### config.mk
export PLATFORM = sky130hd
export DESIGN_NAME = tmr_timer8
export DESIGN_NICKNAME = d
export VERILOG_FILES = /design/src/logic/tmr_pkg.sv /design/src/logic/tmr_cmp_ch.sv /design/src/logic/tmr_sync.sv /design/src/logic/tmr_timer8.sv
export SDC_FILE = /design/constraint.sdc
export NUM_CORES = 1
export LEC_CHECK = 0
export ABC_AREA = 1
export BUFFER_PORTS_ARGS = -buffer_cell sky130_fd_sc_hd__clkbuf_2
export CAP_MARGIN = 0
export CORE_ASPECT_RATIO = 0.7
export CORE_MARGIN = 5
export CORE_UTILIZATION = 25
export CTS_CLUSTER_DIAMETER = 30
export CTS_CLUSTER_SIZE = 8
export DETAILED_ROUTE_END_ITERATION = 10
export HOLD_SLACK_MARGIN = 0.1
export PLACE_DENSITY_LB_ADDON = 0.12
export REMOVE_ABC_BUFFERS = 1
export SLEW_MARGIN = 10
export SYNTH_ARGS = -nofsm -noshare
export SYNTH_HDL_FRONTEND = slang
export SYNTH_HIERARCHICAL = 1
export SYNTH_SLANG_ARGS = --single-unit
### constraint.sdc
create_clock -name clk -period 3.1 [get_ports clk]
set_input_delay 0.62 -clock clk [delete_from_list [all_inputs] [get_ports clk]]
set_output_delay 0.62 -clock clk [all_outputs]
set_load 0.05 [all_outputs]
### src/logic/tmr_pkg.sv
// constants for the 8-bit timer with compare outputs and its apb register file
// assumes an apb master on the same clock and a prescaler giving a timer enable
// Function
// - reset clears both compare output states
// - nonzero output mode overrides general port pin
// - override ignores the waveform mode
// - output mode zero leaves state unchanged
// - mode change acts at next match; force immediate; code ignores force in fast pwm modes 3 and 7
// - waveform bits set count; output bits action
// - mode 0 counts up, wraps ff to 00
// - mode 0 overflow set when counter becomes zero
// - mode 0 counter writable any time
// - mode 2 clears counter on compare a
// - mode 2 compare a unbuffered, may miss match
// - mode 2 sets compare flag a at top
// - mode 2 output mode 1 toggles output a
// - mode 2 overflow set on max to zero
// - modes 3 and 7 single slope, top ff or a
// - fast pwm modes 2 and 3 match/bottom actions
// - fast pwm clears counter cycle after top
// - fast pwm overflow set at top
// - fast pwm toggle a only with high bit
// - fast pwm extreme compare values behave specially
// - fast pwm buffers compare even when toggling
// - pwm buffers compare; other modes write direct
// - force updates output, no flag, no clear; code ignores force in fast pwm modes 3 and 7
// - match sets flag next tick; write one clears
// - counter write blocks match next tick
package tmr_pkg;
    // register byte offsets
    localparam logic [11:0] OFF_CTRL    = 12'h000; // output modes, waveform mode
    localparam logic [11:0] OFF_COUNT   = 12'h004; // counter value
    localparam logic [11:0] OFF_CMPA    = 12'h008; // compare value a
    localparam logic [11:0] OFF_CMPB    = 12'h00C; // compare value b
    localparam logic [11:0] OFF_FLAGS   = 12'h010; // flags, write one clears
    localparam logic [11:0] OFF_FORCE   = 12'h014; // force strobes, write only
    localparam logic [11:0] OFF_STATE   = 12'h018; // output states, read only
    // control field positions
    localparam int CTRL_WGM_LSB = 0;  // waveform_mode_select, 3 bits
    localparam int CTRL_COMB_LSB = 4; // output b mode, 2 bits
    localparam int CTRL_COMA_LSB = 6; // output_a_mode_bits, 2 bits
    // flag positions
    localparam int FLAG_OVF = 0;
    localparam int FLAG_CMPA = 1;
    localparam int FLAG_CMPB = 2;
    // force positions
    localparam int FORCE_A = 0;
    localparam int FORCE_B = 1;
    // reset value and count limits
    localparam logic [7:0] RST_BYTE = 8'h00;
    localparam logic [7:0] MAX_COUNT = 8'hFF;
    localparam logic [7:0] BOTTOM = 8'h00;
    // waveform modes
    typedef enum logic [2:0] {
        WGM_NORMAL   = 3'b000,
        WGM_PC_FF    = 3'b001,
        WGM_CTC      = 3'b010,
        WGM_FAST_FF  = 3'b011,
        WGM_RSV4     = 3'b100,
        WGM_PC_A     = 3'b101,
        WGM_RSV6     = 3'b110,
        WGM_FAST_A   = 3'b111
    } tmr_wgm_t;
    // compare output actions
    typedef enum logic [1:0] {
        COM_OFF    = 2'b00,
        COM_TOGGLE = 2'b01,
        COM_CLEAR  = 2'b10,
        COM_SET    = 2'b11
    } tmr_com_t;
endpackage

### src/logic/tmr_cmp_ch.sv
// one compare channel: buffered compare value and output state register
// assumes enables and strobes come from logic on the same clock
`timescale 1ns/1ps
module tmr_cmp_ch #(
    parameter bit TOGGLE_OK = 1'b1  // channel a may toggle in fast pwm
) (
    input  wire logic       clk,
    input  wire logic       rst,
    input  wire logic       tick,        // timer clock enable
    input  wire logic       pwmMode,     // fast pwm active
    input  wire logic       highBit,     // waveform_mode_high_bit
    input  wire logic [1:0] modeBits,    // compare_output_mode_bits
    input  wire logic [7:0] counterValue,
    input  wire logic       atTop,       // counter equals top
    input  wire logic       atBottom,    // counter turns to bottom this tick
    input  wire logic       blockMatch,  // counter write blocks this tick
    input  wire logic       writeCmp,    // software writes compare
    input  wire logic [7:0] writeData,
    input  wire logic       forceStrobe, // force_compare_strobe
    output logic      [7:0] compareValue,
    output logic      [7:0] compareBuffer,
    output logic            matchNow,    // combinational match this tick
    output logic            outState     // compare_output_state
);
    logic [7:0] active;     // value the comparator uses
    logic       isMatch;    // comparator result
    logic       doMatch;    // match acting on output
    logic       topIgnore;  // pwm match ignored at top with high mode bit
    logic       toggleOk;   // toggle allowed in current mode
    logic       next_out;   // next output state

    assign compareValue = active;
    assign isMatch      = (counterValue == active);
    assign matchNow     = tick && isMatch && !blockMatch;
    assign topIgnore    = pwmMode && modeBits[1] && atTop && isMatch;
    assign doMatch      = matchNow && !topIgnore;
    assign toggleOk     = !pwmMode || (TOGGLE_OK && highBit);

    // output action; zero mode never changes state
    always_comb begin
        next_out = outState;
        if (doMatch || (forceStrobe && !pwmMode)) begin
            case (modeBits)
                2'b01: next_out = toggleOk ? !outState : outState;
                2'b10: next_out = 1'b0;
                2'b11: next_out = 1'b1;
                default: next_out = outState;
            endcase
        end
        // pwm bottom action, wins after match at the wrap
        if (pwmMode && tick && atBottom) begin
            if (modeBits == 2'b10) begin
                next_out = 1'b1;
            end else if (modeBits == 2'b11) begin
                next_out = 1'b0;
            end
        end
    end

    // state register, reset clears it, otherwise takes next_out
    always_ff @(posedge clk or posedge rst) begin
        if (rst) begin
            outState <= 1'b0;
        end else begin
            outState <= next_out;
        end
    end

    // software sees the buffer; pwm loads active at top
    always_ff @(posedge clk or posedge rst) begin
        if (rst) begin
            compareBuffer <= tmr_pkg::RST_BYTE;
            active        <= tmr_pkg::RST_BYTE;
        end else begin
            if (writeCmp) begin
                compareBuffer <= writeData;
            end
            if (!pwmMode && writeCmp) begin
                active <= writeData;
            end else if (pwmMode && tick && atTop) begin
                active <= compareBuffer;
            end else if (!pwmMode) begin
                active <= compareBuffer;
            end
        end
    end
endmodule // tmr_cmp_ch

### src/logic/tmr_sync.sv
// two-stage synchroniser for an asynchronous level input
// assumes the level is slow against clk
`timescale 1ns/1ps
module tmr_sync (
    input  wire logic clk,
    input  wire logic rst,
    input  wire logic asyncIn,
    output logic      syncOut
);
    logic stage1; // read only by the second stage

    // plain double flop
    always_ff @(posedge clk or posedge rst) begin
        if (rst) begin
            stage1  <= 1'b0;
            syncOut <= 1'b0;
        end else begin
            stage1  <= asyncIn;
            syncOut <= stage1;
        end
    end
endmodule // tmr_sync

### src/logic/tmr_timer8.sv
// top of the 8-bit timer: counter, flags, apb registers and pin override
// assumes a timer enable pulse from a prescaler on clk and apb on clk
`timescale 1ns/1ps
module tmr_timer8 (
    input  wire logic        clk,
    input  wire logic        rst,
    input  wire logic        timerTick,     // prescaler enable, same clock
    // apb slave
    input  wire logic        psel,
    input  wire logic        penable,
    input  wire logic        pwrite,
    input  wire logic [11:0] paddr,
    input  wire logic [31:0] pwdata,
    output logic      [31:0] prdata,
    output logic             pready,
    output logic             pslverr,
    // port pins
    input  wire logic        portOutA,       // general port value, pin a
    input  wire logic        portOutB,
    input  wire logic        outputPinDirectionBitA, // output_pin_direction_bit
    input  wire logic        outputPinDirectionBitB,
    input  wire logic        pinInA,          // pin level in, asynchronous
    input  wire logic        pinInB,
    output logic             pinOutA,
    output logic             pinOutB,
    output logic             pinOeA,
    output logic             pinOeB,
    output logic             pinSyncA,        // synchronised pin level
    output logic             pinSyncB,
    output logic             waveformOutputA, // compare state a
    output logic             waveformOutputB,
    output logic             overflowFlag,
    output logic             compareFlagA,
    output logic             compareFlagB
);
    logic [7:0] ctrl;          // output modes and waveform mode
    logic [7:0] counterValue;  // counter
    logic       blockPend;     // counter written, block next tick match
    logic [2:0] waveformModeSelect;
    logic [1:0] outputAModeBits;
    logic [1:0] outputBModeBits;
    logic       pwmMode;       // fast pwm, modes 3 and 7
    logic [7:0] topValue;
    logic       atTop;
    logic       atBottomNext;  // counter becomes zero this tick
    logic       clearOnTop;    // ctc or fast pwm wrap
    logic [7:0] next_counter;
    logic       acc;           // apb access phase
    logic       wr;
    logic       wrCtrl, wrCount, wrCmpA, wrCmpB, wrFlags, wrForce;
    logic       hitAddr;
    logic [7:0] cmpValA, cmpBufA, cmpBufB;
    logic       matchA, matchB;
    logic       setOvf;
    logic       setCmpA;
    logic       setCmpB;
    logic       forceA, forceB;

    // field decode
    assign waveformModeSelect = ctrl[tmr_pkg::CTRL_WGM_LSB +: 3];
    assign outputAModeBits    = ctrl[tmr_pkg::CTRL_COMA_LSB +: 2];
    assign outputBModeBits    = ctrl[tmr_pkg::CTRL_COMB_LSB +: 2];
    assign pwmMode = (waveformModeSelect == tmr_pkg::WGM_FAST_FF) ||
                     (waveformModeSelect == tmr_pkg::WGM_FAST_A);

    // top chosen by waveform bits: compare a value in modes 2 and 7, ff otherwise
    assign topValue = (waveformModeSelect == tmr_pkg::WGM_FAST_A ||
                       waveformModeSelect == tmr_pkg::WGM_CTC) ?
                      cmpValA : tmr_pkg::MAX_COUNT;
    assign atTop      = (counterValue == topValue);
    assign clearOnTop = (waveformModeSelect == tmr_pkg::WGM_CTC) || pwmMode;

    // apb decode; zero wait states
    assign acc     = psel && penable;
    assign wr      = acc && pwrite;
    assign pready  = 1'b1;
    assign hitAddr = (paddr == tmr_pkg::OFF_CTRL)  || (paddr == tmr_pkg::OFF_COUNT) ||
                     (paddr == tmr_pkg::OFF_CMPA)  || (paddr == tmr_pkg::OFF_CMPB)  ||
                     (paddr == tmr_pkg::OFF_FLAGS) || (paddr == tmr_pkg::OFF_FORCE) ||
                     (paddr == tmr_pkg::OFF_STATE);
    assign pslverr = acc && !hitAddr;
    assign wrCtrl  = wr && (paddr == tmr_pkg::OFF_CTRL);
    assign wrCount = wr && (paddr == tmr_pkg::OFF_COUNT);
    assign wrCmpA  = wr && (paddr == tmr_pkg::OFF_CMPA);
    assign wrCmpB  = wr && (paddr == tmr_pkg::OFF_CMPB);
    assign wrFlags = wr && (paddr == tmr_pkg::OFF_FLAGS);
    assign wrForce = wr && (paddr == tmr_pkg::OFF_FORCE);
    assign forceA  = wrForce && pwdata[tmr_pkg::FORCE_A];
    assign forceB  = wrForce && pwdata[tmr_pkg::FORCE_B];

    // counter step; software write wins over all counting
    always_comb begin
        next_counter = counterValue;
        atBottomNext = 1'b0;
        if (wrCount) begin
            next_counter = pwdata[7:0];
        end else if (timerTick) begin
            // a blocked ctc match must not clear the counter either
            if (clearOnTop && atTop &&
                !(blockPend && waveformModeSelect == tmr_pkg::WGM_CTC)) begin
                next_counter = tmr_pkg::BOTTOM;
                atBottomNext = 1'b1;
            end else begin
                next_counter = counterValue + 8'h01;
                atBottomNext = (counterValue == tmr_pkg::MAX_COUNT);
            end
        end
    end

    // counter register and match blocking after a write
    always_ff @(posedge clk or posedge rst) begin
        if (rst) begin
            counterValue <= tmr_pkg::RST_BYTE;
            blockPend    <= 1'b0;
        end else begin
            counterValue <= next_counter;
            if (wrCount) begin
                blockPend <= 1'b1;
            end else if (timerTick) begin
                blockPend <= 1'b0;
            end
        end
    end

    // control register
    always_ff @(posedge clk or posedge rst) begin
        if (rst) begin
            ctrl <= tmr_pkg::RST_BYTE;
        end else if (wrCtrl) begin
            ctrl <= pwdata[7:0];
        end
    end

    // flag sources; overflow at top in pwm, at wrap otherwise
    assign setOvf  = timerTick && (pwmMode ? atTop :
                     (atBottomNext && counterValue == tmr_pkg::MAX_COUNT));
    assign setCmpA = matchA;
    assign setCmpB = matchB;

    // flags: set wins over write-one clear
    always_ff @(posedge clk or posedge rst) begin
        if (rst) begin
            overflowFlag <= 1'b0;
            compareFlagA <= 1'b0;
            compareFlagB <= 1'b0;
        end else begin
            overflowFlag <= setOvf ||
                (overflowFlag && !(wrFlags && pwdata[tmr_pkg::FLAG_OVF]));
            compareFlagA <= setCmpA ||
                (compareFlagA && !(wrFlags && pwdata[tmr_pkg::FLAG_CMPA]));
            compareFlagB <= setCmpB ||
                (compareFlagB && !(wrFlags && pwdata[tmr_pkg::FLAG_CMPB]));
        end
    end

    // channel a may toggle in fast pwm
    tmr_cmp_ch #(.TOGGLE_OK(1'b1)) u_chA (
        .clk          (clk),
        .rst          (rst),
        .tick         (timerTick),
        .pwmMode      (pwmMode),
        .highBit      (waveformModeSelect[2]),
        .modeBits     (outputAModeBits),
        .counterValue (counterValue),
        .atTop        (atTop),
        .atBottom     (atBottomNext && !wrCount),
        .blockMatch   (blockPend),
        .writeCmp     (wrCmpA),
        .writeData    (pwdata[7:0]),
        .forceStrobe  (forceA),
        .compareValue (cmpValA),
        .compareBuffer(cmpBufA),
        .matchNow     (matchA),
        .outState     (waveformOutputA)
    );

    // channel b has no toggle in fast pwm
    tmr_cmp_ch #(.TOGGLE_OK(1'b0)) u_chB (
        .clk          (clk),
        .rst          (rst),
        .tick         (timerTick),
        .pwmMode      (pwmMode),
        .highBit      (waveformModeSelect[2]),
        .modeBits     (outputBModeBits),
        .counterValue (counterValue),
        .atTop        (atTop),
        .atBottom     (atBottomNext && !wrCount),
        .blockMatch   (blockPend),
        .writeCmp     (wrCmpB),
        .writeData    (pwdata[7:0]),
        .forceStrobe  (forceB),
        .compareValue (),
        .compareBuffer(cmpBufB),
        .matchNow     (matchB),
        .outState     (waveformOutputB)
    );

    // pin override depends on output mode bits only
    assign pinOutA = (outputAModeBits != 2'b00) ? waveformOutputA : portOutA;
    assign pinOutB = (outputBModeBits != 2'b00) ? waveformOutputB : portOutB;
    assign pinOeA  = outputPinDirectionBitA;
    assign pinOeB  = outputPinDirectionBitB;

    // pin levels back in through synchronisers
    tmr_sync u_syncA (
        .clk     (clk),
        .rst     (rst),
        .asyncIn (pinInA),
        .syncOut (pinSyncA)
    );
    tmr_sync u_syncB (
        .clk     (clk),
        .rst     (rst),
        .asyncIn (pinInB),
        .syncOut (pinSyncB)
    );

    // registered read data; unmapped reads give zero
    always_ff @(posedge clk or posedge rst) begin
        if (rst) begin
            prdata <= 32'h0000_0000;
        end else if (psel && !penable && !pwrite) begin
            case (paddr)
                tmr_pkg::OFF_CTRL:  prdata <= {24'h000000, ctrl};
                tmr_pkg::OFF_COUNT: prdata <= {24'h000000, counterValue};
                tmr_pkg::OFF_CMPA:  prdata <= {24'h000000, cmpBufA};
                tmr_pkg::OFF_CMPB:  prdata <= {24'h000000, cmpBufB};
                tmr_pkg::OFF_FLAGS: prdata <= {29'h00000000, compareFlagB,
                                               compareFlagA, overflowFlag};
                tmr_pkg::OFF_STATE: prdata <= {30'h00000000, waveformOutputB,
                                               waveformOutputA};
                default:            prdata <= 32'h0000_0000;
            endcase
        end
    end
endmodule // tmr_timer8
==> metrics.md <==
| Metric | Value |
|---|---|
| Row cnt | 40 |
| Reg power frac | 38.4% |
| Setup_tns | 0 ns |
| CTS Buf Count | 9 |
| Worst Path Arrival | 1.81 ns |
| DP Area | 0.00477 mm² |
| Syn_area_per_cell | 7.16 µm² |
| CTS tree | yes |
| Final setup viols | 0 |
| Status | finished, final reports clean |
| Clock share of power | 39.1% |
| Root Driver | clkbuf_16 |
| Final Cell Area | 0.00507 mm² |
| P per Cell Area | 529 mW/mm² |
| Number of port buffers | 47 |
| FF-to-FF End | u_chA/compareValue[7] |
| Pre-antenna DRT Iters | 4 |
| Slew HR | 45.8% |
| Share of layout cells above drive strength 1 | 18.0% |
| RSZ-0062 raised after global routing | no |
| CP Data Required Time | 2.48 ns |
| Synth Flop Type | dfrtp_1 |
| DRC Markers | 0 |
| Tightest Pin Transition | 0.813 ns |
| Count of final hold-check violations | 0 |
| Core ar. | 0.0172 mm² |
| GRT Total Usage | 14.9% |
| Gpl congestion | 0.845 |
| Peak fanout along the critical path | 6 |
| Yosys cell types | 43 |
| Post-synth EDFFs | 0 |
| CTS-repair resized insts | 0 |
| Largest net degree at the start of global routing | 29 |
| DIE WIDTH | 168 µm |
| WL per Instance | 16.3 µm |
| Vias in the first global route | 4025 |
| Syn. warnings | 6 |
| Synthesized flop and latch total | 66 |
| P_leak | 2.48 nW |
| Vert. Die Dim | 121 µm |
| Post-route antenna net violation count | 0 |
| Setup Buffers After CTS | 0 |
| I/O pin total | 101 |
| Switch Pwr | 0.961 mW |
| CP Capture Type | primary output |
| Combinational Power Share | 22.5% |
| Syn-to-layout area delta | 16.2% |
| DR vias | 4109 |
| Die area | 0.0202 mm² |
| Initial antenna violation count | 0 |
| Worst vdd ir | 0.228 mV |
| Reg2Reg Setup Slack | 0.67 ns |
| Clock input transition at the sequential cells of the worst setup and hold paths | 0.06 ns |
| Worst R2R Path Depth | 13 |
| Total power | 2.68 mW |
| Synthesized instance count | 609 |
| Antenna Cells | 0 |
| HPWL after detailed placement | 11500 µm |
| DR iter-0 viols | 256 |
| Internal power component | 1.72 mW |
| Cell Area, Synth | 0.00436 mm² |
| Post-layout min period | 2.43 ns |
| Layout Cells excl Fill | 897 |
| Quantity of hold-fixing buffers added after cts | 0 |
| Vias/cell | 4.58 |
| Slew Viols, Final | 0 |
| Initial Util | 25.4% |
| Final nets | 719 |
| Max Freq | 0.412 GHz |
| Fin crit share | 78.3% |
| # placed instances | 882 |
| Worst Skew | 0.00917 ns |
| Setup Crit Path Kind | in -> out |
| Crit path launch type | input port |
| Core Util, Final | 29.5% |
| Clk buf depth | 2 |
| Worst r2r src | ctrl[0] |
| Residual overflow from global routing | 0 |
| Maxcap violations | 0 |
| Clk sink count | 66 |
| Switching Share | 35.8% |
| WL final | 14600 µm |
| Global-route wire length before repair | 23100 µm |
| Worst-Skew Late Latency | 0.33 ns |
| Sequential share of the synthesized area | 37.9% |
| Worst hold-check path type | in -> async |
| H-tree depth | 3 |
| Asr flop ratio synth | 100% |
==> stage by stage <==
stage	hold slack, ns	worst slack [ns]
after floorplan	0.331	0.303
after global placement	0.336	0.516
after detailed placement	0.336	0.558
after CTS	0.161	0.692
after global routing	0.169	0.465
final	0.168	0.673
==> layout by cell type, fill, tap and decap left out, types with 2 or more instances in the layout <==
cell type   instances
clkbuf_2           47
nor3_2              2
clkbuf_16           9
clkinvlp_4          2
conb_1             25
nand2_1           165
xor2_1              3
o21ai_1            10
nor2_2              2
nand3_1            38
nor4_2              2
nor2_4              3
buf_4               7
nor3_1              3
o21ai_0            31
nand2_2            11
o311ai_1            2
nand3_2             2
inv_1              92
dfrtp_1            66
a21oi_1             5
inv_2              12
xnor2_1             4
mux2_2             11
nand4_1            17
o311ai_0            5
o22ai_1            19
nor2_1             52
==> logic make-up (layout without fill, tap and decap cells) <==
family / Yosys count / count (layout) / synth area share [%]
compound gates: 78 / 78 / 10.7
xor+xnor: 7 / 7 / 1.41
fa+ha+maj: 1 / 1 / 0.287
buf+inv: 139 / 173 / 15.1
flops: 66 / 66 / 37.9
mux: 11 / 11 / 2.84
other cells: 2 / 25 / 0.172
simple gates: 305 / 305 / 31.6
==> layout make-up <==
cell class	count	area, µm²
sequential	66	1650
inverter	104	390
clock inverter	5	62.6
clock buffer	10	239
fill	1886	12100
tap	231	289
timing repair buffer	54	288
multi-input combinational	427	2150
==> synth_stat cells, types with 2 or more instances <==
library cell,number,area (µm²)
nand2_1,165,619
inv_1,92,345
dfrtp_1,66,1650
nor2_1,52,195
nand3_1,38,190
o21ai_0,31,155
buf_4,27,203
o22ai_1,19,119
nand4_1,17,106
inv_2,12,45.0
mux2_2,11,124
nand2_2,11,68.8
o21ai_1,10,50.1
a21oi_1,5,25.0
o311ai_0,5,43.8
buf_2,4,20.0
xnor2_1,4,35.0
nor2_4,3,33.8
nor3_1,3,15.0
nor4_1,3,18.8
xor2_1,3,26.3
buf_6,2,22.5
conb_1,2,7.51
nand3_2,2,20.0
nor2_2,2,12.5
nor3_2,2,20.0
o311ai_1,2,17.5
==> worst max-delay path, cell delays in order <==
cell and delay (ns):
clkbuf_2 0.09, nor2_1 0.16, nand3_2 0.22, nor2_1 0.27, nand2_1 0.08, nand3_1 0.09
a211oi_1 0.05, clkbuf_2 0.24
==> power by group through the flow <==
| stage | registers (mW) | clock network [mW] | logic, mW |
|---|---|---|---|
| 6_report | 1.03 | 1.05 | 0.603 |
| 5_1_grt | 1.04 | 1.12 | 0.669 |
| 4_1_cts | 1.03 | 1.08 | 0.605 |
| 3_5_place_dp | 1.04 | 0 | 0.602 |
| 3_3_place_gp | 1.04 | 0 | 0.601 |
| 2_1_floorplan | 1.04 | 0 | 0.387 |
==> state kept, by name, indices dropped and copies added, names as in the netlist, 8 cells and up <==
signal	flops
counterValue	8
prdata	8
u_chA/compareValue	8
u_chB/compareValue	8
u_chB/compareBuffer	8
ctrl	8
u_chA/compareBuffer	8
==> worst max-delay path by stage <==
stage                  start                    end  slack (ns)  cells after the start
global placement    paddr[1]  u_chA/compareValue[7]        0.52                      8
CTS                 paddr[8]                pslverr        0.69                      8
global route         ctrl[0]  u_chA/compareValue[7]        0.46                     13
finish              paddr[8]                pslverr        0.67                      8
floorplan           paddr[9]                pslverr        0.30                      6
detailed placement  paddr[1]  u_chA/compareValue[4]        0.56                      7
==> routing by layer <==
metal  track usage, %  wire (µm)
met1             23.3       7730
met2             20.8       6000
met3             3.10        787
met4             2.94        119
met5                0          0
No activity file was read; power rests on OpenSTA's default activity.
